`src/hdl/sps_cfg.svh`:
```
`ifndef SPS_CFG_SVH
`define SPS_CFG_SVH

// ----
// register byte offsets
// ----
`define SPS_OFS_CTRL   6'h00
`define SPS_OFS_TIMEA  6'h04
`define SPS_OFS_TIMEB  6'h08
`define SPS_OFS_LIMIT  6'h0C
`define SPS_OFS_CREEP  6'h10
`define SPS_OFS_RANGE  6'h14
`define SPS_OFS_TARGET 6'h18
`define SPS_OFS_STATUS 6'h1C
`define SPS_OFS_POS    6'h20

// ----
// field positions
// ----
`define SPS_F_PSEL     0
`define SPS_F_PMODE    8
`define SPS_F_BCE      16
`define SPS_F_ANS_EN   24
`define SPS_F_LO       0
`define SPS_F_HI       16
`define SPS_F_ST_BRK   4
`define SPS_F_ST_ERR   5
`define SPS_F_ST_POK   6
`define SPS_F_ST_ANS   7

// ----
// setting codes
// ----
`define SPS_PSEL_SIMPLE 8'h02
`define SPS_PMODE_LIMIT 1'b0
`define SPS_BCE_DC      2'h1
`define SPS_BCE_NODC    2'h2

// ----
// reset values
// ----
`define SPS_RST_CTRL   32'h0000_0000
`define SPS_RST_TIMEA  32'h0000_0000
`define SPS_RST_TIMEB  32'h0000_0000
`define SPS_RST_LIMIT  32'h0000_0000
`define SPS_RST_CREEP  32'h0000_0000
`define SPS_RST_RANGE  32'h0000_0000
`define SPS_RST_TARGET 32'h0000_0000

// ----
// limits and timing
// ----
`define SPS_CREEP_MAX  10'h3E8
`define SPS_RANGE_MULT 4
`define SPS_PCT_SCALE  1000
`define SPS_CLK_MHZ    250
`define SPS_TICK_US    10000
`define SPS_TICK_CYCLES (`SPS_TICK_US * `SPS_CLK_MHZ)

`endif

```
`src/hdl/sps_pkg.sv`:
```
package sps_pkg;

  // gray coded along the positioning path
  typedef enum logic [3:0] {
    SPS_IDLE      = 4'h0,
    SPS_CREEP_UP  = 4'h1,
    SPS_REL_WAIT  = 4'h3,
    SPS_ANS_ON    = 4'h2,
    SPS_ACC_WAIT  = 4'h6,
    SPS_RUN       = 4'h7,
    SPS_DECEL     = 4'h5,
    SPS_ANS_OFF   = 4'h4,
    SPS_STOP_WAIT = 4'hC,
    SPS_HOLD      = 4'hD,
    SPS_TRIP      = 4'hF,
    SPS_SPEED     = 4'hE
  } sps_state_e;

  typedef logic [8:0] sps_time_t;

endpackage

```
`src/hdl/sps_timer.sv`:
```
`timescale 1ns/100ps
`include "sps_cfg.svh"

module sps_timer #(
  parameter int TICK_CYCLES = `SPS_TICK_CYCLES
) (
  // clock and reset
  input  wire logic             clk,
  input  wire logic             resetn,
  // control
  input  wire logic             start,
  input  wire sps_pkg::sps_time_t load,
  output      logic             done
);

  logic [31:0]        pre;
  sps_pkg::sps_time_t cnt;
  logic               busy;

  // ----------------------------------------
  // 10 ms prescaler and countdown
  // ----------------------------------------
  always_ff @(posedge clk or negedge resetn) begin
    if (!resetn) begin
      pre  <= 32'h0000_0000;
      cnt  <= 9'h000;
      busy <= 1'b0;
    end else if (start) begin
      pre  <= 32'h0000_0000;
      cnt  <= load;
      busy <= (load != 9'h000);
    end else if (busy) begin
      if (pre == 32'(TICK_CYCLES - 1)) begin
        pre <= 32'h0000_0000;
        cnt <= cnt - 9'h001;
        if (cnt == 9'h001) begin
          busy <= 1'b0;
        end
      end else begin
        pre <= pre + 32'h0000_0001;
      end
    end
  end

  assign done = ~busy;

endmodule

```
`src/hdl/sps_seq.sv`:
```
// What this block does
// - speed control while switch input is on
// - position counter held zero during speed mode
// - switch release starts position counting there
// - zero target at switch starts stop
// - switching only with limited position mode
// - brake linked when enable is 01/02
// - answer-back checked against release output
// - release dropped on reaching creep speed
// - stop short by creep displacement at most
// - release wait timer after creep reached
// - acceleration delay after answer or release
// - stopping delay after release output drops
// - confirmation timeout bounds answer-back wait
// - release only when current reaches limit
// - simple position active when selection 02
// - creep displacement 0.0-409.5 percent per rev
// - creep speed capped at 10.00
// - complete output within range times four
// - brake error output and trip on error
// - low current at release trips, brake off
// - answer-back timeout trips with error output
// - after stop DC brake (01) or cut (02)
`timescale 1ns/100ps
`include "sps_cfg.svh"

module sps_seq #(
  parameter int TICK_CYCLES = `SPS_TICK_CYCLES,
  parameter int PULSES_REV  = 4096
) (
  // clock and reset
  input  wire logic        clk,
  input  wire logic        resetn,
  // avalon-mm slave
  input  wire logic [5:0]  avs_address,
  input  wire logic        avs_read,
  input  wire logic        avs_write,
  input  wire logic [3:0]  avs_byteenable,
  input  wire logic [31:0] avs_writedata,
  output      logic [31:0] avs_readdata,
  output      logic        avs_waitrequest,
  // run command and drive feedback
  input  wire logic        run_cmd,
  input  wire logic        run_dir,
  input  wire logic [15:0] set_freq,
  input  wire logic [15:0] output_freq,
  input  wire logic [7:0]  output_current,
  input  wire logic [31:0] decel_distance,
  input  wire logic        pos_step,
  input  wire logic        pos_dir,
  // terminals
  input  wire logic        speed_position_switch,
  input  wire logic        brake_answer_in,
  output      logic        brake_release_out,
  output      logic        brake_error_out,
  output      logic        brake_error_trip,
  output      logic        positioning_complete_out,
  // drive commands
  output      logic [15:0] freq_cmd,
  output      logic        dir_reverse,
  output      logic        dc_brake_out,
  output      logic        drive_enable,
  output      logic        speed_mode_out
);

  // ----
  // helpers
  // ----
  function automatic logic [31:0] merge_be(input logic [31:0] old_v,
                                           input logic [31:0] new_v,
                                           input logic [3:0]  be);
    logic [31:0] r;
    r = old_v;
    for (int i = 0; i < 4; i++) begin
      if (be[i]) begin
        r[i*8 +: 8] = new_v[i*8 +: 8];
      end
    end
    return r;
  endfunction

  function automatic logic [31:0] abs32(input logic [31:0] v);
    return v[31] ? (32'h0000_0000 - v) : v;
  endfunction

  // ----
  // registers
  // ----
  logic [31:0] reg_ctrl;
  logic [31:0] reg_timea;
  logic [31:0] reg_timeb;
  logic [31:0] reg_limit;
  logic [31:0] reg_creep;
  logic [31:0] reg_range;
  logic [31:0] reg_target;
  logic        bus_ack;
  logic        clr_req;
  logic        wr_en;
  logic        wr_status;

  sps_pkg::sps_state_e state;
  sps_pkg::sps_state_e next_state;
  logic [31:0]         cur_pos;
  logic                via_spd;
  logic                tmr_done;
  logic                tmr_start;
  sps_pkg::sps_time_t  tmr_load;

  assign avs_waitrequest = (avs_read | avs_write) & ~bus_ack;
  assign wr_en           = avs_write & ~bus_ack;
  assign wr_status       = wr_en & (avs_address == `SPS_OFS_STATUS) &
                           avs_byteenable[0] & avs_writedata[`SPS_F_ST_ERR];

  always_ff @(posedge clk or negedge resetn) begin
    if (!resetn) begin
      bus_ack <= 1'b0;
    end else begin
      bus_ack <= (avs_read | avs_write) & ~bus_ack;
    end
  end

  always_ff @(posedge clk or negedge resetn) begin
    if (!resetn) begin
      reg_ctrl   <= `SPS_RST_CTRL;
      reg_timea  <= `SPS_RST_TIMEA;
      reg_timeb  <= `SPS_RST_TIMEB;
      reg_limit  <= `SPS_RST_LIMIT;
      reg_creep  <= `SPS_RST_CREEP;
      reg_range  <= `SPS_RST_RANGE;
      reg_target <= `SPS_RST_TARGET;
    end else if (wr_en) begin
      case (avs_address)
        `SPS_OFS_CTRL:   reg_ctrl   <= merge_be(reg_ctrl, avs_writedata, avs_byteenable);
        `SPS_OFS_TIMEA:  reg_timea  <= merge_be(reg_timea, avs_writedata, avs_byteenable);
        `SPS_OFS_TIMEB:  reg_timeb  <= merge_be(reg_timeb, avs_writedata, avs_byteenable);
        `SPS_OFS_LIMIT:  reg_limit  <= merge_be(reg_limit, avs_writedata, avs_byteenable);
        `SPS_OFS_CREEP:  reg_creep  <= merge_be(reg_creep, avs_writedata, avs_byteenable);
        `SPS_OFS_RANGE:  reg_range  <= merge_be(reg_range, avs_writedata, avs_byteenable);
        `SPS_OFS_TARGET: reg_target <= merge_be(reg_target, avs_writedata, avs_byteenable);
        default: begin
        end
      endcase
    end
  end

  // ----
  // setting fields
  // ----
  logic [7:0]         positioning_select;
  logic               position_mode_select;
  logic [1:0]         brake_control_enable;
  logic               answer_assigned;
  sps_pkg::sps_time_t release_wait_time;
  sps_pkg::sps_time_t accel_wait_time;
  sps_pkg::sps_time_t stop_wait_time;
  sps_pkg::sps_time_t confirm_timeout;
  logic [4:0]         release_current_limit;
  logic [9:0]         creep_speed_setting;
  logic [11:0]        creep_displacement;
  logic [13:0]        completion_range;
  logic [15:0]        creep_freq;

  assign positioning_select    = reg_ctrl[`SPS_F_PSEL +: 8];
  assign position_mode_select  = reg_ctrl[`SPS_F_PMODE];
  assign brake_control_enable  = reg_ctrl[`SPS_F_BCE +: 2];
  assign answer_assigned       = reg_ctrl[`SPS_F_ANS_EN];
  assign release_wait_time     = reg_timea[`SPS_F_LO +: 9];
  assign accel_wait_time       = reg_timea[`SPS_F_HI +: 9];
  assign stop_wait_time        = reg_timeb[`SPS_F_LO +: 9];
  assign confirm_timeout       = reg_timeb[`SPS_F_HI +: 9];
  assign release_current_limit = reg_limit[`SPS_F_LO +: 5];
  assign creep_speed_setting   = reg_limit[`SPS_F_HI +: 10];
  assign creep_displacement    = reg_creep[11:0];
  assign completion_range      = reg_range[13:0];
  // creep speed never above 10.00
  assign creep_freq = {6'h00, (creep_speed_setting > `SPS_CREEP_MAX) ?
                              `SPS_CREEP_MAX : creep_speed_setting};

  // ----
  // mode decode
  // ----
  logic pos_on;
  logic switch_ok;
  logic brake_link;
  logic dc_at_stop;

  assign pos_on     = (positioning_select == `SPS_PSEL_SIMPLE);
  assign switch_ok  = pos_on & (position_mode_select == `SPS_PMODE_LIMIT);
  assign brake_link = pos_on & ((brake_control_enable == `SPS_BCE_DC) |
                                (brake_control_enable == `SPS_BCE_NODC));
  assign dc_at_stop = brake_link & (brake_control_enable == `SPS_BCE_DC);

  // ----
  // position tracking
  // ----
  logic [31:0] pos_err;
  logic [31:0] err_abs;
  logic [47:0] lhs_near;
  logic [47:0] rhs_near;
  logic        near_target;
  logic        in_range;
  logic        current_ok;

  always_ff @(posedge clk or negedge resetn) begin
    if (!resetn) begin
      cur_pos <= 32'h0000_0000;
    end else if (state == sps_pkg::SPS_SPEED) begin
      cur_pos <= 32'h0000_0000;
    end else if (pos_step) begin
      cur_pos <= pos_dir ? (cur_pos - 32'h0000_0001) : (cur_pos + 32'h0000_0001);
    end
  end

  assign pos_err  = cur_pos - reg_target;
  assign err_abs  = abs32(pos_err);
  assign in_range = ({2'h0, err_abs} <=
                     34'(completion_range) * 34'(`SPS_RANGE_MULT));
  // decel point: decel travel plus creep travel, 100.0% per rev
  assign lhs_near = 48'(err_abs) * 48'(`SPS_PCT_SCALE);
  assign rhs_near = 48'(decel_distance) * 48'(`SPS_PCT_SCALE) +
                    48'(creep_displacement) * 48'(PULSES_REV);
  assign near_target = (lhs_near <= rhs_near);
  assign current_ok  = ({3'h0, release_current_limit} <= output_current);

  // ----
  // sequencer
  // ----
  always_comb begin
    next_state = state;
    case (state)
      sps_pkg::SPS_IDLE: begin
        if (run_cmd) begin
          if (!pos_on) begin
            next_state = sps_pkg::SPS_SPEED;
          end else if (switch_ok && speed_position_switch) begin
            next_state = brake_link ? sps_pkg::SPS_CREEP_UP : sps_pkg::SPS_SPEED;
          end else if (in_range) begin
            next_state = sps_pkg::SPS_HOLD;
          end else begin
            next_state = brake_link ? sps_pkg::SPS_CREEP_UP : sps_pkg::SPS_RUN;
          end
        end
      end
      sps_pkg::SPS_SPEED: begin
        if (!run_cmd) begin
          next_state = brake_link ? sps_pkg::SPS_DECEL : sps_pkg::SPS_IDLE;
        end else if (switch_ok && !speed_position_switch) begin
          if (reg_target == 32'h0000_0000) begin
            next_state = brake_link ? sps_pkg::SPS_DECEL : sps_pkg::SPS_HOLD;
          end else begin
            next_state = sps_pkg::SPS_RUN;
          end
        end
      end
      sps_pkg::SPS_CREEP_UP: begin
        if (!run_cmd) begin
          next_state = sps_pkg::SPS_IDLE;
        end else if (output_freq >= creep_freq) begin
          next_state = sps_pkg::SPS_REL_WAIT;
        end
      end
      sps_pkg::SPS_REL_WAIT: begin
        if (!run_cmd) begin
          next_state = sps_pkg::SPS_IDLE;
        end else if (tmr_done) begin
          if (!current_ok) begin
            next_state = sps_pkg::SPS_TRIP;
          end else begin
            next_state = answer_assigned ? sps_pkg::SPS_ANS_ON : sps_pkg::SPS_ACC_WAIT;
          end
        end
      end
      sps_pkg::SPS_ANS_ON: begin
        if (brake_answer_in) begin
          next_state = sps_pkg::SPS_ACC_WAIT;
        end else if (tmr_done) begin
          next_state = sps_pkg::SPS_TRIP;
        end
      end
      sps_pkg::SPS_ACC_WAIT: begin
        if (tmr_done) begin
          next_state = via_spd ? sps_pkg::SPS_SPEED : sps_pkg::SPS_RUN;
        end
      end
      sps_pkg::SPS_RUN: begin
        if (!run_cmd || near_target) begin
          next_state = sps_pkg::SPS_DECEL;
        end
      end
      sps_pkg::SPS_DECEL: begin
        if (!brake_link) begin
          if (in_range || !run_cmd) begin
            next_state = sps_pkg::SPS_HOLD;
          end
        end else if (output_freq <= creep_freq) begin
          next_state = answer_assigned ? sps_pkg::SPS_ANS_OFF : sps_pkg::SPS_STOP_WAIT;
        end
      end
      sps_pkg::SPS_ANS_OFF: begin
        if (!brake_answer_in) begin
          next_state = sps_pkg::SPS_STOP_WAIT;
        end else if (tmr_done) begin
          next_state = sps_pkg::SPS_TRIP;
        end
      end
      sps_pkg::SPS_STOP_WAIT: begin
        if (tmr_done) begin
          next_state = sps_pkg::SPS_HOLD;
        end
      end
      sps_pkg::SPS_HOLD: begin
        if (!run_cmd) begin
          next_state = sps_pkg::SPS_IDLE;
        end
      end
      sps_pkg::SPS_TRIP: begin
        if (clr_req && !run_cmd) begin
          next_state = sps_pkg::SPS_IDLE;
        end
      end
      default: begin
        next_state = sps_pkg::SPS_IDLE;
      end
    endcase
  end

  always_ff @(posedge clk or negedge resetn) begin
    if (!resetn) begin
      state <= sps_pkg::SPS_IDLE;
    end else begin
      state <= next_state;
    end
  end

  always_ff @(posedge clk or negedge resetn) begin
    if (!resetn) begin
      via_spd <= 1'b0;
    end else if (state == sps_pkg::SPS_IDLE) begin
      via_spd <= switch_ok & speed_position_switch;
    end
  end

  // trip clear request from software, dropped when trip leaves
  always_ff @(posedge clk or negedge resetn) begin
    if (!resetn) begin
      clr_req <= 1'b0;
    end else if (wr_status) begin
      clr_req <= 1'b1;
    end else if (state != sps_pkg::SPS_TRIP) begin
      clr_req <= 1'b0;
    end
  end

  // ----
  // phase timer, restarted on each state entry
  // ----
  always_comb begin
    case (next_state)
      sps_pkg::SPS_REL_WAIT:  tmr_load = release_wait_time;
      sps_pkg::SPS_ANS_ON:    tmr_load = confirm_timeout;
      sps_pkg::SPS_ANS_OFF:   tmr_load = confirm_timeout;
      sps_pkg::SPS_ACC_WAIT:  tmr_load = accel_wait_time;
      sps_pkg::SPS_STOP_WAIT: tmr_load = stop_wait_time;
      default:                tmr_load = 9'h000;
    endcase
  end

  assign tmr_start = (next_state != state);

  sps_timer #(
    .TICK_CYCLES (TICK_CYCLES)
  ) u_timer (
    .clk    (clk),
    .resetn (resetn),
    .start  (tmr_start),
    .load   (tmr_load),
    .done   (tmr_done)
  );

  // ----
  // terminal outputs
  // ----
  always_ff @(posedge clk or negedge resetn) begin
    if (!resetn) begin
      brake_release_out <= 1'b0;
    end else begin
      case (next_state)
        sps_pkg::SPS_ANS_ON, sps_pkg::SPS_ACC_WAIT, sps_pkg::SPS_RUN,
        sps_pkg::SPS_DECEL, sps_pkg::SPS_SPEED:
          brake_release_out <= brake_link;
        default:
          brake_release_out <= 1'b0;
      endcase
    end
  end

  always_ff @(posedge clk or negedge resetn) begin
    if (!resetn) begin
      brake_error_out  <= 1'b0;
      brake_error_trip <= 1'b0;
    end else begin
      brake_error_out  <= (next_state == sps_pkg::SPS_TRIP);
      brake_error_trip <= (next_state == sps_pkg::SPS_TRIP);
    end
  end

  always_ff @(posedge clk or negedge resetn) begin
    if (!resetn) begin
      positioning_complete_out <= 1'b0;
    end else begin
      positioning_complete_out <= pos_on & in_range &
                                  (state != sps_pkg::SPS_SPEED);
    end
  end

  // ----
  // drive commands
  // ----
  always_ff @(posedge clk or negedge resetn) begin
    if (!resetn) begin
      freq_cmd <= 16'h0000;
    end else begin
      case (state)
        sps_pkg::SPS_SPEED, sps_pkg::SPS_RUN:
          freq_cmd <= set_freq;
        sps_pkg::SPS_CREEP_UP, sps_pkg::SPS_REL_WAIT, sps_pkg::SPS_ANS_ON,
        sps_pkg::SPS_ACC_WAIT, sps_pkg::SPS_DECEL, sps_pkg::SPS_ANS_OFF,
        sps_pkg::SPS_STOP_WAIT:
          freq_cmd <= creep_freq;
        default:
          freq_cmd <= 16'h0000;
      endcase
    end
  end

  always_ff @(posedge clk or negedge resetn) begin
    if (!resetn) begin
      dir_reverse <= 1'b0;
    end else if (state == sps_pkg::SPS_SPEED || !pos_on) begin
      dir_reverse <= run_dir;
    end else begin
      dir_reverse <= pos_err[31];
    end
  end

  always_ff @(posedge clk or negedge resetn) begin
    if (!resetn) begin
      drive_enable <= 1'b0;
      dc_brake_out <= 1'b0;
    end else begin
      case (state)
        sps_pkg::SPS_IDLE, sps_pkg::SPS_TRIP: begin
          drive_enable <= 1'b0;
          dc_brake_out <= 1'b0;
        end
        sps_pkg::SPS_HOLD: begin
          drive_enable <= dc_at_stop & run_cmd;
          dc_brake_out <= dc_at_stop & run_cmd;
        end
        default: begin
          drive_enable <= 1'b1;
          dc_brake_out <= 1'b0;
        end
      endcase
    end
  end

  always_ff @(posedge clk or negedge resetn) begin
    if (!resetn) begin
      speed_mode_out <= 1'b0;
    end else begin
      speed_mode_out <= (next_state == sps_pkg::SPS_SPEED);
    end
  end

  // ----
  // read path
  // ----
  always_ff @(posedge clk or negedge resetn) begin
    if (!resetn) begin
      avs_readdata <= 32'h0000_0000;
    end else if (avs_read && !bus_ack) begin
      case (avs_address)
        `SPS_OFS_CTRL:   avs_readdata <= reg_ctrl;
        `SPS_OFS_TIMEA:  avs_readdata <= reg_timea;
        `SPS_OFS_TIMEB:  avs_readdata <= reg_timeb;
        `SPS_OFS_LIMIT:  avs_readdata <= reg_limit;
        `SPS_OFS_CREEP:  avs_readdata <= reg_creep;
        `SPS_OFS_RANGE:  avs_readdata <= reg_range;
        `SPS_OFS_TARGET: avs_readdata <= reg_target;
        `SPS_OFS_STATUS: avs_readdata <= {24'h00_0000, brake_answer_in, positioning_complete_out,
                                          brake_error_trip, brake_release_out, state};
        `SPS_OFS_POS:    avs_readdata <= cur_pos;
        default:         avs_readdata <= 32'h0000_0000;
      endcase
    end
  end

endmodule

```
`config.mk`:
```
export PLATFORM = sky130hd
export DESIGN_NAME = sps_seq
export DESIGN_NICKNAME = d
export VERILOG_FILES = /design/src/hdl/sps_pkg.sv /design/src/hdl/sps_timer.sv /design/src/hdl/sps_seq.sv
export VERILOG_INCLUDE_DIRS = /design/src /design/src/hdl
export SDC_FILE = /design/constraint.sdc
export NUM_CORES = 2
export LEC_CHECK = 0
export BUFFER_PORTS_ARGS = -buffer_cell sky130_fd_sc_hd__buf_2
export CAP_MARGIN = 20
export CORE_ASPECT_RATIO = 1.1
export CORE_UTILIZATION = 64
export CTS_CLUSTER_DIAMETER = 30
export CTS_CLUSTER_SIZE = 24
export DETAILED_ROUTE_END_ITERATION = 10
export PLACE_DENSITY_LB_ADDON = 0.08
export SYNTH_ARGS = -nofsm -noshare
export SYNTH_HDL_FRONTEND = slang
export SYNTH_HIERARCHICAL = 1
export SYNTH_SLANG_ARGS = --single-unit
```
`constraint.sdc`:
```
create_clock -name clk -period 16.15 [get_ports clk]
set_input_delay 4.0375 -clock clk [delete_from_list [all_inputs] [get_ports clk]]
set_output_delay 4.0375 -clock clk [all_outputs]
set_load 0.02 [all_outputs]
```
==> results.toml <==
[drt]
detail_route.wl_per_cell_um = 22.1
postRouteAntennaNets = 0
totalWireLength_um = 93200
num_vias = 26962
drtPass1Iterations = 9
dr.first_iter.drc_count = 2051
drt_drc_violations_left = 12
via_per_inst = 6.40

[sta]
period_share = 0.892
finalHoldViolations = 0
setup_viol = 0
slew_headroom = 0.253
finalSetupTns_ps = 0
tightest_slew_ps = 1110
fmax_mhz = 69.4
final_max_slew_viol_count = 0
rsz0062_at_grt = "no"
skew_ps = 28.8
min_period_ps = 14400

[logic_synthesis]
syn-cell-area_um2 = 33700
synthArstFlopShare = 1.00
synth_edf_count = 0
ys_seq_elements = 360
ys_types = 108
synthCells = 3312
yosysWarningCount = 6
avgSynthCellArea_um2 = 10.2
synth_ff_type = "dfrtp_1"
ys_seq_area_frac = 0.267
synth_fp_nets = 3987

[clock_tree]
cts_resized = 0
htreeDepth = 2
clk_path_buf_depth = 3
cts.clk_slew.worst_paths_ps = 50
post_cts_buffers = 0
cts_buffers = 60
cts_sinks = 360
tritoncts = "done"
clk_latency_ps = 590
cts-root-buf = "clkbuf_16"
hold_buffers = 0

[critical_path]
crit_type = "in -> reg"
worstPathRequired_ps = 16590
reg2reg_to = "u_timer/pre[20]$_DFFE_PN0P_"
endpoint_kind = "register"
slowest_stage = "or4b_2"
crit_end = "u_timer/pre[20]$_DFFE_PN0P_"
crit_path_frequent_cell = "a21o_1"
crit_fanout = 26
worst_ep_arrival_time_ps = 14850
cpPeakStageDelay_ps = 700
r2r_setup_slack_ps = 2160
cp-startpoint = "decel_distance[1]"
worstReg2RegStart = "reg_target[1]$_DFFE_PN0P_"
r2r_cells = 47
crit_path_start_kind = "input pin"

[finish]
mostFrequentLayoutCell = "dfrtp_1"
nNetsFinal = 4166
drive_above_1_share = 0.180
regArea_um2 = 9010
multi_input_area_um2 = 23200
fillCellCount = 3792
layout_common_cells = "dfrtp_1, ha_1, inv_1, fa_1, mux2_2"
synthToLayoutAreaGrowth_pct = 11.0

[grt]
grt_max_degree = 83
grt.total_usage = 0.354
busiest_layer = "met2"
met2_usage = 0.598
met3_usage = 0.0476
grt.overflow.total = 0
grt_antenna_before_repair = 4
grt_pass1_vias = 28116
grt_pass1_wl_um = 151000
gr-usage-met1 = 0.435

[status]
status = "finished with violations"
violations = "DRC"

[place]
gp_congestion = 0.951
dp_hpwl_um = 72200
portBuffers = 180

[die]
core-area_um2 = 51600
die_y_um = 243
rows = 87
ios = 181
start_util = 0.653
die_x_um = 221
design.die.area_um2 = 53600

[worst_hold_path]
min_path_type = "reg -> reg"

[job]
drv_cap = 0
-- registers in the layout, indices dropped and copies added (netlist names), 4 cells and up --
name          cells
reg_limit        32
state             4
reg_timea        32
reg_target       32
u_timer/pre      32
cur_pos          32
reg_timeb        32
reg_creep        32
reg_ctrl         32
u_timer/cnt       9
reg_range        32
freq_cmd         16
avs_readdata     32
-- stage by stage --
step | util | cells | hold WS, ps | instance area [um^2] | setup slack [ps]
detailed placement | 0.684 | 4095 | 460 | 35300 | 1290
floorplan | - | 3312 | 475 | 33700 | 2790
CTS | 0.725 | 4207 | 472 | 37400 | 1840
global placement | 0.684 | 4095 | 445 | 35300 | 1510
global route | 0.725 | 4210 | 487 | 37400 | 1180
finish | 0.725 | 4211 | 467 | 37400 | 1750
-- worst max-delay path: cells and delay by family --
family                     cells  cell delay [ps]
adders and majority gates      7             2790
and+or+nand+nor               16             4230
AOI/OAI and AO/OA             14             2620
buffers and inverters          4              530
xor gates and xnor gates       4              630
-- metal layers --
layer	share of wire	wire length (um)	vias to the layer above
met2	0.48	45100	993
met1	0.39	36700	13424
met5	0	0	-
li1	-	-	12292
met4	0.063	5850	0
met3	0.060	5550	253
-- synth_stat cells, types with 77 or more instances --
library cell,n,area [um^2]
a21oi_1,168,841
ha_1,320,4000
a21o_1,97,728
inv_1,304,1140
nand2_1,152,571
fa_1,231,4620
xnor2_1,135,1180
xor2_1,77,674
dfrtp_1,360,9010
o21ai_0,125,626
nor2_1,214,803
mux2_2,214,2410
-- layout make-up --
class | count | share of cell area
Multi-Input combinational cell | 2559 | 0.620
Sequential cell | 360 | 0.241
Clock buffer | 67 | 0.0430
Inverter | 304 | 0.0305
Timing Repair Buffer | 206 | 0.0296
Tap cell | 667 | 0.0223
Clock inverter | 45 | 0.0138
Antenna cell | 3 | 0.000201
-- how the worst min path moves through the flow --
stage	cells after the start	end	slack (ps)	start
global placement	1	bus_ack$_DFF_PN0_	440	bus_ack$_DFF_PN0_
global route	1	avs_readdata[20]$_DFFE_PN0P_	490	avs_readdata[20]$_DFFE_PN0P_
finish	1	avs_readdata[11]$_DFFE_PN0P_	470	avs_readdata[11]$_DFFE_PN0P_
floorplan	1	reg_ctrl[10]$_DFFE_PN0P_	470	reg_ctrl[10]$_DFFE_PN0P_
detailed placement	1	avs_readdata[13]$_DFFE_PN0P_	460	avs_readdata[13]$_DFFE_PN0P_
CTS	1	avs_readdata[19]$_DFFE_PN0P_	470	avs_readdata[19]$_DFFE_PN0P_
-- kinds of logic after synthesis --
logic type	count (synthesis)	synth area share
mux	277	0.102
buf+inv	393	0.0453
compound gates	711	0.145
flops	360	0.267
fa+ha+maj	553	0.257
simple gates	805	0.128
xor+xnor	213	0.0556
Power is left out: the tool's default activity adds up to more than one toggle a clock period on the data nets, which glitch-free logic cannot reach.
